--- config.mk ---
export PLATFORM = sky130hd
export DESIGN_NAME = drive_state_status_machine
export DESIGN_NICKNAME = d
export VERILOG_FILES = /design/src/hw/drive_state_pkg.sv /design/src/hw/drive_state_status_machine.sv
export SDC_FILE = /design/constraint.sdc
export NUM_CORES = 1
export LEC_CHECK = 0
export BUFFER_PORTS_ARGS = -buffer_cell sky130_fd_sc_hd__buf_2
export CAP_MARGIN = 20
export CORE_AREA = 5 5 151 153
export CTS_CLUSTER_SIZE = 25
export DETAILED_ROUTE_END_ITERATION = 12
export DIE_AREA = 0 0 156 158
export PLACE_DENSITY = 0.57
export SKIP_LAST_GASP = 1
export SLEW_MARGIN = 20
export SYNTH_ARGS = -nofsm -noshare
export SYNTH_HDL_FRONTEND = slang
export SYNTH_SLANG_ARGS = --single-unit
--- constraint.sdc ---
create_clock -name pclk -period 3.9 [get_ports pclk]
set_input_delay 0.585 -clock pclk [delete_from_list [all_inputs] [get_ports pclk]]
set_output_delay 0.585 -clock pclk [all_outputs]
set_load 0.03 [all_outputs]
--- src/hw/drive_state_pkg.sv ---
package drive_state_pkg;

  // register byte offsets
  localparam logic [11:0] CMD_OFS  = 12'h000;
  localparam logic [11:0] STAT_OFS = 12'h004;
  localparam logic [11:0] CFG_OFS  = 12'h008;

  // command word bit positions
  localparam int CMD_DISABLE = 0;
  localparam int CMD_ENABLE  = 1;
  localparam int CMD_QSTOP   = 2;
  localparam int CMD_FCLEAR  = 3;
  localparam int CMD_QREL    = 4;
  localparam int CMD_HALT    = 5;

  // configuration bit positions
  localparam int CFG_LOADED   = 0;
  localparam int CFG_RESOLVER = 1;
  localparam int CFG_ERR_SHOW = 2;
  localparam int CFG_ERR_LSB  = 4;

  // reset values
  localparam logic [15:0] CMD_RST = 16'h0000;
  localparam logic [7:0]  CFG_RST = 8'h00;
  localparam logic [7:0]  SEG_RST = 8'h06; // code 1 while initialising

  // timing
  localparam int CLK_HZ      = 20000000;
  localparam int INIT_US     = 100;
  localparam int REACT_US    = 50;
  localparam int BLINK_MS    = 250;
  localparam int INIT_CYCLES  = INIT_US * (CLK_HZ / 1000000);
  localparam int REACT_CYCLES = REACT_US * (CLK_HZ / 1000000);

  // operating states, one-hot
  typedef enum logic [7:0] {
    ST_INIT   = 8'h01,
    ST_NRDY   = 8'h02,
    ST_SWDIS  = 8'h04,
    ST_READY  = 8'h08,
    ST_OPER   = 8'h10,
    ST_QSTOP  = 8'h20,
    ST_FREACT = 8'h40,
    ST_FAULT  = 8'h80
  } dstate_e;

  // power stage control towards the drive
  typedef struct packed {
    logic power_en;
    logic quick_stop;
    logic motion_halt;
  } drive_out_s;

  // whole state of the block
  typedef struct packed {
    dstate_e     st;
    logic [15:0] cmd;
    logic        pass;
    logic [7:0]  cfg;
    logic [2:0]  s_dc;
    logic [2:0]  s_flt;
    logic [2:0]  s_pwr;
    logic        dc;
    logic        flt;
    logic        pwr;
    logic [11:0] tmr;
    logic [31:0] blk;
    logic        phase;
    logic [7:0]  seg;
    drive_out_s  drv;
    logic        pready;
    logic [31:0] prdata;
    logic        pslverr;
  } regs_s;

endpackage : drive_state_pkg

--- src/hw/drive_state_status_machine.sv ---
// The implementer's own choices: the register addresses and the APB interface to the registers.
module drive_state_status_machine #(
  parameter int unsigned BLINK_CYCLES =
    drive_state_pkg::CLK_HZ / 1000 * drive_state_pkg::BLINK_MS
) (
  // clock and reset
  input  wire logic                        pclk,
  input  wire logic                        presetn,
  // apb slave
  input  wire logic                        psel,
  input  wire logic                        penable,
  input  wire logic                        pwrite,
  input  wire logic [11:0]                 paddr,
  input  wire logic [31:0]                 pwdata,
  output logic                             pready,
  output logic [31:0]                      prdata,
  output logic                             pslverr,
  // sense pins, asynchronous
  input  wire logic                        dc_bus_sense,
  input  wire logic                        fault_sense,
  input  wire logic                        power_ok_sense,
  // indicators and drive control
  output logic                             dc_bus_lamp,
  output logic [7:0]                       seg_out,
  output drive_state_pkg::drive_out_s      drive_ctl
);

  // digit shown for each state
  function automatic logic [3:0] code_of(input drive_state_pkg::dstate_e s);
    unique case (s)
      drive_state_pkg::ST_INIT:   code_of = 4'h1;
      drive_state_pkg::ST_NRDY:   code_of = 4'h2;
      drive_state_pkg::ST_SWDIS:  code_of = 4'h3;
      drive_state_pkg::ST_READY:  code_of = 4'h4;
      drive_state_pkg::ST_OPER:   code_of = 4'h6;
      drive_state_pkg::ST_QSTOP:  code_of = 4'h7;
      drive_state_pkg::ST_FREACT: code_of = 4'h8;
      drive_state_pkg::ST_FAULT:  code_of = 4'h9;
      default:                    code_of = 4'hF;
    endcase
  endfunction : code_of

  // segment pattern {dp,g,f,e,d,c,b,a}, active high
  function automatic logic [7:0] seg_of(input logic [3:0] v);
    case (v)
      4'h0:    seg_of = 8'h3F;
      4'h1:    seg_of = 8'h06;
      4'h2:    seg_of = 8'h5B;
      4'h3:    seg_of = 8'h4F;
      4'h4:    seg_of = 8'h66;
      4'h5:    seg_of = 8'h6D;
      4'h6:    seg_of = 8'h7D;
      4'h7:    seg_of = 8'h07;
      4'h8:    seg_of = 8'h7F;
      4'h9:    seg_of = 8'h6F;
      4'hA:    seg_of = 8'h77;
      default: seg_of = 8'h40;
    endcase
  endfunction : seg_of

  drive_state_pkg::regs_s state_r;
  drive_state_pkg::regs_s state_nxt;

  logic        wr_acc;
  logic        rd_acc;
  logic        motor_ok;
  logic [3:0]  err_val;

  // apb access completes in the cycle where pready is high
  assign wr_acc   = psel && penable && pwrite && state_r.pready;
  assign rd_acc   = psel && penable && !pwrite && state_r.pready;
  assign motor_ok = !state_r.cfg[drive_state_pkg::CFG_RESOLVER]
                    || state_r.cfg[drive_state_pkg::CFG_LOADED];
  assign err_val  = state_r.cfg[drive_state_pkg::CFG_ERR_LSB +: 4];

  // next state of the whole block
  always_comb begin
    state_nxt = state_r;

    // three-stage synchronisers; a change counts once stages 2 and 3 agree
    state_nxt.s_dc  = {state_r.s_dc[1:0], dc_bus_sense};
    state_nxt.s_flt = {state_r.s_flt[1:0], fault_sense};
    state_nxt.s_pwr = {state_r.s_pwr[1:0], power_ok_sense};
    if (state_r.s_dc[2] == state_r.s_dc[1]) begin
      state_nxt.dc = state_r.s_dc[2];
    end
    if (state_r.s_flt[2] == state_r.s_flt[1]) begin
      state_nxt.flt = state_r.s_flt[2];
    end
    if (state_r.s_pwr[2] == state_r.s_pwr[1]) begin
      state_nxt.pwr = state_r.s_pwr[2];
    end

    // apb: one wait state, pready pulses for one cycle
    state_nxt.pready  = psel && penable && !state_r.pready;
    state_nxt.pslverr = 1'b0;
    if (psel && penable && !state_r.pready) begin
      state_nxt.prdata = 32'h0000_0000;
      if (!pwrite) begin
        unique case (paddr)
          drive_state_pkg::CMD_OFS:  state_nxt.prdata = {16'h0000, state_r.cmd};
          drive_state_pkg::STAT_OFS: state_nxt.prdata =
            {16'h0000, state_r.dc, state_r.flt, state_r.pwr, motor_ok,
             code_of(state_r.st), state_r.st};
          drive_state_pkg::CFG_OFS:  state_nxt.prdata = {24'h00_0000, state_r.cfg};
          default:                   state_nxt.pslverr = 1'b1;
        endcase
      end else begin
        state_nxt.pslverr = !(paddr inside {drive_state_pkg::CMD_OFS,
                                            drive_state_pkg::CFG_OFS});
      end
    end

    // register writes; a command write queues exactly one pass
    state_nxt.pass = 1'b0;
    if (wr_acc && paddr == drive_state_pkg::CMD_OFS) begin
      state_nxt.cmd  = pwdata[15:0];
      state_nxt.pass = 1'b1;
    end
    if (wr_acc && paddr == drive_state_pkg::CFG_OFS) begin
      state_nxt.cfg = pwdata[7:0];
    end

    // state timer counts down, zero means expired
    if (state_r.tmr != 12'h000) begin
      state_nxt.tmr = state_r.tmr - 12'h001;
    end

    // operating state machine; a detected fault beats any command
    unique case (state_r.st)
      drive_state_pkg::ST_INIT: begin
        if (state_r.tmr == 12'h000) begin
          state_nxt.st = drive_state_pkg::ST_NRDY;
        end
      end
      drive_state_pkg::ST_NRDY: begin
        if (state_r.flt) begin
          state_nxt.st  = drive_state_pkg::ST_FREACT;
          // timer leaves on zero, so load one less for the full reaction time
          state_nxt.tmr = 12'(drive_state_pkg::REACT_CYCLES - 1);
        end else if (state_r.pwr) begin
          state_nxt.st = drive_state_pkg::ST_SWDIS;
        end
      end
      drive_state_pkg::ST_FREACT: begin
        if (state_r.tmr == 12'h000) begin
          state_nxt.st = drive_state_pkg::ST_FAULT;
        end
      end
      drive_state_pkg::ST_FAULT: begin
        // clear only takes once the cause is gone
        if (state_r.pass && state_r.cmd[drive_state_pkg::CMD_FCLEAR]
            && !state_r.flt) begin
          state_nxt.st = drive_state_pkg::ST_SWDIS;
        end
      end
      default: begin
        if (state_r.flt) begin
          state_nxt.st  = drive_state_pkg::ST_FREACT;
          state_nxt.tmr = 12'(drive_state_pkg::REACT_CYCLES - 1);
        end else if (!state_r.pwr) begin
          // losing stage supply drops back to not ready
          state_nxt.st = drive_state_pkg::ST_NRDY;
        end else if (state_r.pass) begin
          // priority: disable, quick stop, release, halt, enable
          if (state_r.cmd[drive_state_pkg::CMD_DISABLE]) begin
            state_nxt.st = drive_state_pkg::ST_SWDIS;
          end else if (state_r.cmd[drive_state_pkg::CMD_QSTOP]) begin
            if (state_r.st == drive_state_pkg::ST_OPER) begin
              state_nxt.st = drive_state_pkg::ST_QSTOP;
            end
          end else if (state_r.cmd[drive_state_pkg::CMD_QREL]) begin
            if (state_r.st == drive_state_pkg::ST_QSTOP) begin
              state_nxt.st = drive_state_pkg::ST_OPER;
            end
          end else if (state_r.cmd[drive_state_pkg::CMD_HALT]) begin
            if (state_r.st == drive_state_pkg::ST_OPER) begin
              state_nxt.drv.motion_halt = 1'b1;
            end
          end else if (state_r.cmd[drive_state_pkg::CMD_ENABLE]) begin
            if (state_r.st == drive_state_pkg::ST_SWDIS && motor_ok) begin
              state_nxt.st = drive_state_pkg::ST_READY;
            end else if (state_r.st == drive_state_pkg::ST_READY) begin
              state_nxt.st = drive_state_pkg::ST_OPER;
            end else if (state_r.st == drive_state_pkg::ST_OPER) begin
              state_nxt.drv.motion_halt = 1'b0;
            end
          end
        end
      end
    endcase

    // drive outputs follow the new state
    state_nxt.drv.power_en = state_nxt.st inside {drive_state_pkg::ST_OPER,
                                                  drive_state_pkg::ST_QSTOP};
    state_nxt.drv.quick_stop = state_nxt.st == drive_state_pkg::ST_QSTOP;
    if (state_nxt.st != drive_state_pkg::ST_OPER) begin
      state_nxt.drv.motion_halt = 1'b0;
    end

    // blink divider, a full period every two terminal counts
    if (state_r.blk >= BLINK_CYCLES - 1) begin
      state_nxt.blk   = 32'h0000_0000;
      state_nxt.phase = !state_r.phase;
    end else begin
      state_nxt.blk = state_r.blk + 32'h0000_0001;
    end

    // display follows the new state so code and state line up
    if (state_nxt.cfg[drive_state_pkg::CFG_ERR_SHOW]) begin
      // new digit at once, so a config write never shows a stale value
      state_nxt.seg = state_nxt.phase ?
                      seg_of(state_nxt.cfg[drive_state_pkg::CFG_ERR_LSB +: 4]) : 8'h00;
    end else begin
      state_nxt.seg = seg_of(code_of(state_nxt.st));
      if (state_nxt.st inside {drive_state_pkg::ST_FREACT,
                               drive_state_pkg::ST_FAULT}) begin
        state_nxt.seg[7] = 1'b1;
      end
    end
  end

  // the one register of the block
  always_ff @(posedge pclk or negedge presetn) begin
    if (!presetn) begin
      state_r <= '{st: drive_state_pkg::ST_INIT,
                   cmd: drive_state_pkg::CMD_RST,
                   cfg: drive_state_pkg::CFG_RST,
                   tmr: 12'(drive_state_pkg::INIT_CYCLES - 1),
                   seg: drive_state_pkg::SEG_RST,
                   default: '0};
    end else begin
      state_r <= state_nxt;
    end
  end

  // outputs straight from the register
  assign pready      = state_r.pready;
  assign prdata      = state_r.prdata;
  assign pslverr     = state_r.pslverr;
  assign dc_bus_lamp = state_r.dc;
  assign seg_out     = state_r.seg;
  assign drive_ctl   = state_r.drv;

  logic show;
  assign show = state_r.cfg[drive_state_pkg::CFG_ERR_SHOW];
endmodule : drive_state_status_machine

Yosys cells after proc, flatten, opt, wreduce, memory -nomap -nowiden
Memory sizes are Yosys's and may differ from the RTL's.
Index checks and enable logic that the tools add are counted.
{"block": "totals", "ff_bits": 135, "mem_bits_ro": 224, "in_bits": 52, "word_cells": 134, "mem_count": 2}
{"block": "classes", "n_addsub": 2, "order_cmp": 1, "n_eq_ne": 29, "n_mux": 50, "n_reduce_logical": 29}
{"memory": "(name not given)", "depth": 16, "width": 7, "rd": 1, "rd_clocked_by_memory_dff": 0, "wr": 0, "line_no": "drive_state_status_machine.sv:45", "source": "case (v)"}
{"memory": "(name not given)", "depth": 16, "width": 7, "rd": 1, "rd_clocked_by_memory_dff": 0, "wr": 0, "line_no": "drive_state_status_machine.sv:45"}
{"operator": "2-to-1 mux 8 bit", "n": 20}
{"operator": "case mux 4 bit (8 select lines)", "n": 2}
{"operator": "case mux 16 bit (3 select lines)", "n": 1}
{"operator": "2-to-1 mux 12 bit", "n": 3}
{"operator": "adder 32 x 1 -> 32 bit (second input constant)", "n": 1}
{"operator": ">= comparator 32 x 23 -> 1 bit (second input constant)", "n": 1}
{"operator": "2-to-1 mux 32 bit", "n": 1}
{"operator": "case mux 8 bit (4 select lines)", "n": 1}
{"operator": "zero test 12 bit", "n": 2}
{"operator": "2-to-1 mux 1 bit", "n": 20}
{"operator": "== test 8 x 1 -> 1 bit (second input constant)", "n": 2}
{"operator": "== test 8 x 2 -> 1 bit (second input constant)", "n": 2}
{"operator": "== test 8 x 3 -> 1 bit (second input constant)", "n": 2}
{"operator": "== test 8 x 4 -> 1 bit (second input constant)", "n": 2}
{"operator": "== test 8 x 5 -> 1 bit (second input constant)", "n": 2}
{"operator": "== test 8 x 6 -> 1 bit (second input constant)", "n": 2}
{"operator": "== test 8 x 7 -> 1 bit (second input constant)", "n": 2}
{"operator": "== test 8 bit (second input constant)", "n": 2}
{"operator": "2-to-1 mux 16 bit", "n": 1}
{"operator": "== test 12 x 3 -> 1 bit (second input constant)", "n": 1}
{"operator": "== test 12 x 4 -> 1 bit (second input constant)", "n": 1}
{"operator": "nonzero test 12 bit", "n": 1}
{"operator": "nonzero test 2 bit", "n": 6}
{"operator": "subtractor 12 x 1 -> 12 bit (second input constant)", "n": 1}
{"operator": "12 further kinds", "n": 32}

Logic depth before layout (Yosys ltp)
Gate-level depths: netlist of run 1.
An unclocked memory read counts as a cell.
{"block": "depth", "depth_word": 18, "mapped_depth": 18, "ltp_nobuf": 16}

Worst setup path before layout of run 1
No wires, ideal clock.
{"block": "synth_timing", "path_kind": "register to register", "startpoint": "reg state_r[127] (netlist name)", "endpoint": "reg state_r (netlist bit seg_out[4])", "arrival_time_ns": 3.438, "required_ns": 3.774, "slack_ns": 0.336, "stages_incl_launch_ff": 17, "n_path_buf": 3, "cell_sequence": "dfstp_2 > buf_6 > or4_4 > buf_6 > or4_4 > a32oi_2 > or4b_1 > o211ai_1 > and4_1 > buf_6 > a21oi_2 > nand2_1 > and3_1 > ha_1 > inv_1 > o21bai_1 > a221o_1"}
{"element": "from (decl)", "line_no": "drive_state_status_machine.sv:61", "source": "drive_state_pkg::regs_s state_r;"}
{"element": "from (signal assigned)", "line_no": "drive_state_status_machine.sv:226", "source": "state_r <= '{st: drive_state_pkg::ST_INIT,"}
{"element": "from (signal assigned)", "line_no": "drive_state_status_machine.sv:233", "source": "state_r <= state_nxt;"}

==> results of run 1 <==
## stage by stage
step	util, %	total power (W)
2_1_floorplan	-	0.00225
3_3_place_gp	33.0	0.00247
3_5_place_dp	33.0	0.00248
4_1_cts	36.0	0.00415
5_1_grt	36.5	0.00437
6_report	36.5	0.00413
## kinds of logic after synthesis
kind of cell	count (synthesis)	synth area share [%]
buf+inv	90	8.12
fa+ha+maj	16	2.96
mux	41	6.68
flops	119	46.0
compound gates	119	13.3
simple gates	232	18.4
xor+xnor	33	4.45
other cells	1	0.0577
## what timing repair did
item	4_1_cts	5_1_grt
gates resized for setup	0	10
hold buffers	0	0
buffers inserted	0	2
setup endpoints to repair	0	5
## Yosys cell counts (7+ instances only)
library cell	instances
nor3_1	16
nor2_1	66
nor2b_1	7
ha_1	13
nand2_1	53
o21ai_0	33
xor2_1	16
mux2i_1	22
and3_1	10
a31oi_1	8
dfstp_2	12
a22o_1	8
clkbuf_1	17
xnor2_1	17
inv_1	18
mux2_2	19
buf_4	43
nand3_1	23
a21oi_1	17
dfrtp_1	107
## state kept, by name, summed over array words and instances, names as in the netlist
signal,count
err_val,4
pslverr,1
show,1
state_r,78
state_nxt,6
drive_ctl,3
seg_out,8
pready,1
dc_bus_lamp,1
prdata,16
## metal layers
layer / GRT usage (%) / vias up
met1: 15.9 / 2309
met3: 3.55 / 16
met4: 4.50 / 0
met5: 0 / -
li1: - / 2379
met2: 19.7 / 98
## cells in the final DEF (no fill, tap or decap), types with 5 or more instances in the layout
cell type  count
a21o_1         5
a21oi_1       17
a22o_1         8
a31oi_1        8
and2_1         6
and3_1        10
buf_2         64
buf_4         33
clkbuf_16     17
conb_1        25
dfrtp_1      107
dfstp_2       12
ha_1          13
inv_1         18
mux2_2        19
mux2i_1       21
nand2_1       52
nand2b_1       6
nand3_1       22
nor2_1        66
nor2b_1        7
nor3_1        16
nor4_1         6
o21ai_0       33
or2_2          6
xnor2_1       17
xor2_1        16
## final cells by class
type / count / area, µm²
inverter: 20 / 75.1
clock inverter: 11 / 146
timing repair buffer: 99 / 616
tap: 280 / 350
clock buffer: 21 / 480
sequential: 119 / 2990
multi-input combinational: 466 / 3150
fill: 2119 / 13600
## worst max-delay path by stage
stage                      start          to  slack [ps]  depth (start not counted)
floorplan           state_r[127]  seg_out[4]         340                         16
global placement    state_r[134]  seg_out[6]         160                         13
detailed placement  state_r[134]  seg_out[6]         150                         13
CTS                 state_r[134]  seg_out[6]         140                         13
global route        state_r[134]  seg_out[6]         -20                         12
finish              state_r[133]  seg_out[4]         160                         12
## power by group
group | internal, W | switching (W) | leakage (nW)
clock | 0.00107 | 0.000563 | 0.305
sequential | 0.00135 | 0.0000621 | 1.54
combinational | 0.000419 | 0.000663 | 1.70
total | 0.00284 | 0.00129 | 3.55
==> flow_summary.json, run 1 <==
{
  "crit_chain": "or4_4 > nor4_4 > a32oi_1 > a221o_2 > a211oi_2 > o2111ai_1 > or2_2 > and3_1 > ha_1 > inv_1 > o21bai_1 > a221o_1",
  "fin_area_um2": 7810,
  "synth_top_cell_by_area": "dfrtp_1",
  "drt_iter0_drc": 184,
  "ys_seq_area_share_pct": 46.0,
  "wl_per_cell_um": 14.4,
  "max_freq_ghz": 0.268,
  "top_layer": "met4",
  "slowest_stage": "or4_4",
  "antenna_found_initial": 0,
  "root_buffer": "clkbuf_16",
  "status": "finished, final reports clean",
  "die_y_um": 158,
  "drt-met1-wl_mm": 7.01,
  "dpl_cell_area_um2": 7070,
  "clk_pin_slew_ps": 60,
  "syn_area_per_cell_um2": 9.99,
  "pin_count": 98,
  "critPathMaxFanout": 6,
  "setup_violations": 0,
  "wl_mm": 14.6,
  "layout_setup_ws_ps": 163,
  "async_flop_share_pct": 100,
  "min_period_ps": 3740,
  "dpl.cell_count": 981,
  "reg2reg_depth": 12,
  "worstPathRequired_ps": 4190,
  "drive_gt1_share_pct": 26.9,
  "grt_max_degree": 75,
  "cp_top_family": "compound AO/OA/AOI/OAI gates",
  "cts-htree-levels": 4,
  "grt-ovfl-total": 0,
  "cts_buffers": 17,
  "io_buffers": 65,
  "synth.area.top_cells": "dfrtp_1 41%, buf_4 5.0%, dfstp_2 4.8%",
  "clock_path_buffers": 2,
  "via_per_inst": 4.73,
  "power_leakage_nw": 3.55,
  "grt_pass1_vias": 4815,
  "cts_tree": "done",
  "preCtsSetupSlack_ps": 153,
  "final_nets": 788,
  "postSynthCellCount": 651,
  "die_width_um": 156,
  "syn_area_um2": 6500,
  "clock_skew_ps": 9.48,
  "ys_ff_latch": 119,
  "max_cap_viol_count": 0,
  "clk_latency_ps": 420,
  "rows": 54,
  "fin_crit_sh_pct": 95.8,
  "drc": 0,
  "grt_pass1_wl_mm": 24.3,
  "yosys.area.top_type_share_pct": 41.2,
  "power_density_nw_per_um2": 529,
  "critPathBufInv": 1,
  "dr_wl_met3_um": 717,
  "synth_edf_count": 0,
  "routabilityCongestion": 0.832,
  "min_path_type": "in -> async",
  "first_pass_iters": 4,
  "ant_nets": 0,
  "ys_types": 82,
  "final_cell_count_no_fill": 1016,
  "worst-setup-path-type": "reg -> reg",
  "die-area_um2": 24600,
  "routed-wl-met2_mm": 6.68,
  "irDropWorstVdd_uv": 281,
  "start_util_pct": 30.4,
  "tightest_slew_ps": 582,
  "cts.sinks": 119,
  "hpwl_mm": 10.7,
  "hold_viol": 0,
  "ys_warn_count": 0,
  "start_kind": "register",
  "synthFlopType": "dfrtp_1",
  "coreArea_um2": 21400,
  "end_kind": "register",
  "hold_slack_ps": 98.3,
  "num_antenna_cells": 0,
  "vias": 4802,
  "slowest_delay_ps": 610,
  "tns_ps": 0,
  "r2r_start": "state_r[133]",
  "finalMaxSlewViolations": 0,
  "rsz0062_at_grt": "true",
  "r2r-end": "seg_out[4]",
  "area_growth_pct": 20.1,
  "reg2reg_slack_ps": 160,
  "relSlewSlack_pct": 61.0,
  "grtUsageTotal_pct": 12.3,
  "cp_data_arrival_time_ps": 4030
}
Power figures use the tool's default switching activity.
==> run 2: changes to the inputs <==
--- a/config.mk
+++ b/config.mk
@@ -7,13 +7,12 @@
 export LEC_CHECK = 0
 export BUFFER_PORTS_ARGS = -buffer_cell sky130_fd_sc_hd__buf_2
 export CAP_MARGIN = 20
-export CORE_AREA = 5 5 151 153
+export CORE_AREA = 5 5 143 145
 export CTS_CLUSTER_SIZE = 25
 export DETAILED_ROUTE_END_ITERATION = 12
-export DIE_AREA = 0 0 156 158
-export PLACE_DENSITY = 0.57
+export DIE_AREA = 0 0 148 150
+export PLACE_DENSITY = 0.62
 export SKIP_LAST_GASP = 1
-export SLEW_MARGIN = 20
 export SYNTH_ARGS = -nofsm -noshare
 export SYNTH_HDL_FRONTEND = slang
 export SYNTH_SLANG_ARGS = --single-unit
==> run 2 against run 1 <==
Fmax increased by 0.44%; critical endpoint unchanged; largest cell class unchanged; power decreased by 5.1%; sequential share of layout area increased by 0.91 points; via count decreased by 1.3%; first-iteration DRC count increased by 72%.
==> flow_summary.json, run 2 (synthesis gave the netlist of run 1 again) <==
{
  "status": "finished, final reports clean",
  "fin_area_um2": 7630,
  "first_pass_iters": 4,
  "die_width_um": 148,
  "p_int_w": 0.00268,
  "setup_violations": 0,
  "p_seq_share_pct": 35.8,
  "drive_gt1_share_pct": 26.0,
  "critPathBufInv": 0,
  "top_register": "state_r",
  "cp_data_arrival_time_ps": 4020,
  "p_sw_share_pct": 31.5,
  "p_clk_share_pct": 36.6,
  "vias": 4741,
  "area_growth_pct": 17.3,
  "cts_tree": "done",
  "root_buffer": "clkbuf_16",
  "max_cap_viol_count": 0,
  "ctsHoldBuffers": 0,
  "max_freq_ghz": 0.269,
  "largest_register_ffs": 78,
  "final_common_cell": "dfrtp_1",
  "met2_usage_pct": 19.9,
  "dpl_cell_area_um2": 7040,
  "tightest_slew_ps": 558,
  "die_y_um": 150,
  "finalMaxSlewViolations": 0,
  "cts-htree-levels": 4,
  "grt_pass1_wl_mm": 23.1,
  "routabilityCongestion": 0.856,
  "wl_mm": 13.9,
  "grt_pass1_vias": 4585,
  "tns_ps": 0,
  "grt-busiest-layer": "met2",
  "clock_skew_ps": 8.81,
  "min_path_type": "in -> async",
  "grt-ovfl-total": 0,
  "rsz0062_at_grt": "false",
  "worstPathRequired_ps": 4200,
  "pin_count": 98,
  "clock_path_buffers": 2,
  "crit_chain": "or4_4 > nor4_4 > a32oi_1 > a221o_2 > a211oi_2 > o2111ai_1 > or2_2 > and3_1 > ha_1 > o21bai_1 > a221o_1",
  "power_leakage_nw": 3.49,
  "hold_viol": 0,
  "end_kind": "register",
  "drt_iter0_drc": 316,
  "use_met3_pct": 3.73,
  "cp_top_family": "compound AO/OA/AOI/OAI gates",
  "relSlewSlack_pct": 62.8,
  "final_cell_count_no_fill": 974,
  "antenna_found_initial": 0,
  "worst-setup-path-type": "reg -> reg",
  "grt_max_degree": 89,
  "start_util_pct": 34.1,
  "cts_buffers": 17,
  "hpwl_mm": 10.0,
  "via_per_inst": 4.87,
  "slowest_delay_ps": 570,
  "wl_per_cell_um": 14.3,
  "layout_common_cells": "107 x dfrtp_1, 66 x nor2_1, 64 x buf_2, 52 x nand2_1, 34 x buf_4",
  "min_period_ps": 3720,
  "power_density_nw_per_um2": 513,
  "cts.sinks": 119,
  "ant_nets": 0,
  "coreArea_um2": 19100,
  "start_kind": "register",
  "irDropWorstVdd_uv": 295,
  "io_buffers": 65,
  "rows": 51,
  "critPathMaxFanout": 17,
  "grtUsageMet1_pct": 17.4,
  "dpl.cell_count": 942,
  "clk_pin_slew_ps": 60,
  "num_antenna_cells": 0,
  "p_comb_share_pct": 27.6,
  "drc": 0,
  "cts_resized": 0,
  "fin_crit_sh_pct": 95.4,
  "slowest_stage": "or4_4",
  "clk_latency_ps": 420,
  "die-area_um2": 22200,
  "final_nets": 788,
  "p_sw_w": 0.00123,
  "grtUsageTotal_pct": 12.9,
  "cts_setup_buffers": 0
}
-- run 2: layout make-up --
| type | count | area [µm²] |
|---|---|---|
| well taps | 238 | 298 |
| inverters | 20 | 75.1 |
| repair buffers | 99 | 596 |
| fillers | 1876 | 11500 |
| clock buffers | 23 | 468 |
| flip-flops and latches | 119 | 2990 |
| clock inverters | 9 | 77.6 |
| multi-input cells | 466 | 3120 |
-- run 2: routing by layer --
layer | share of wire, % | up-vias
met4 | 0.85 | 0
met1 | 49 | 2261
met2 | 46 | 88
met3 | 4.5 | 13
met5 | 0 | -
li1 | - | 2379
-- run 2: worst reg2reg max path, stage by stage (launching register included) --
cell and delay (ps):
dfstp_2 470, or4_4 580, nor4_4 260, a32oi_1 140, a221o_2 480, a211oi_2 260, o2111ai_1 180, or2_2 390
and3_1 210, ha_1 180, o21bai_1 150, a221o_1 320
-- run 2: per-stage QoR --
| stage | hold slack, ps | utilization (%) | total power (W) | setup WS, ps |
|---|---|---|---|---|
| finish | 106 | 40.0 | 0.00392 | 180 |
| global route | 121 | 40.0 | 0.00415 | 24.3 |
| CTS | 104 | 39.8 | 0.00395 | 45.1 |
| detailed placement | 339 | 36.9 | 0.00249 | 93.0 |
| global placement | 336 | 36.9 | 0.00248 | 159 |
| floorplan | 289 | - | 0.00225 | 336 |
-- run 2: final timing paths --
check	endpoint	slack (ps)	cells past startpoint	startpoint
worst max register to register	seg_out[4]	180	11	state_r[127]
worst min register to register	state_nxt[101]	350	0	state_nxt[100]
worst min-delay path	state_nxt[97]	110	1	presetn
min in group pclk	state_nxt[94]	270	1	power_ok_sense
max in group asynchronous	state_r[81]	2980	2	presetn
worst max-delay path	seg_out[4]	180	11	state_r[127]
-- run 2: power groups by stage --
stage / Combinational, W / Sequential (W) / Clock, W
final: 0.00108 / 0.00140 / 0.00143
after global routing: 0.00119 / 0.00141 / 0.00154
after CTS: 0.00107 / 0.00140 / 0.00148
after detailed placement: 0.00106 / 0.00142 / 0
after global placement: 0.00106 / 0.00142 / 0
after floorplan: 0.000833 / 0.00141 / 0
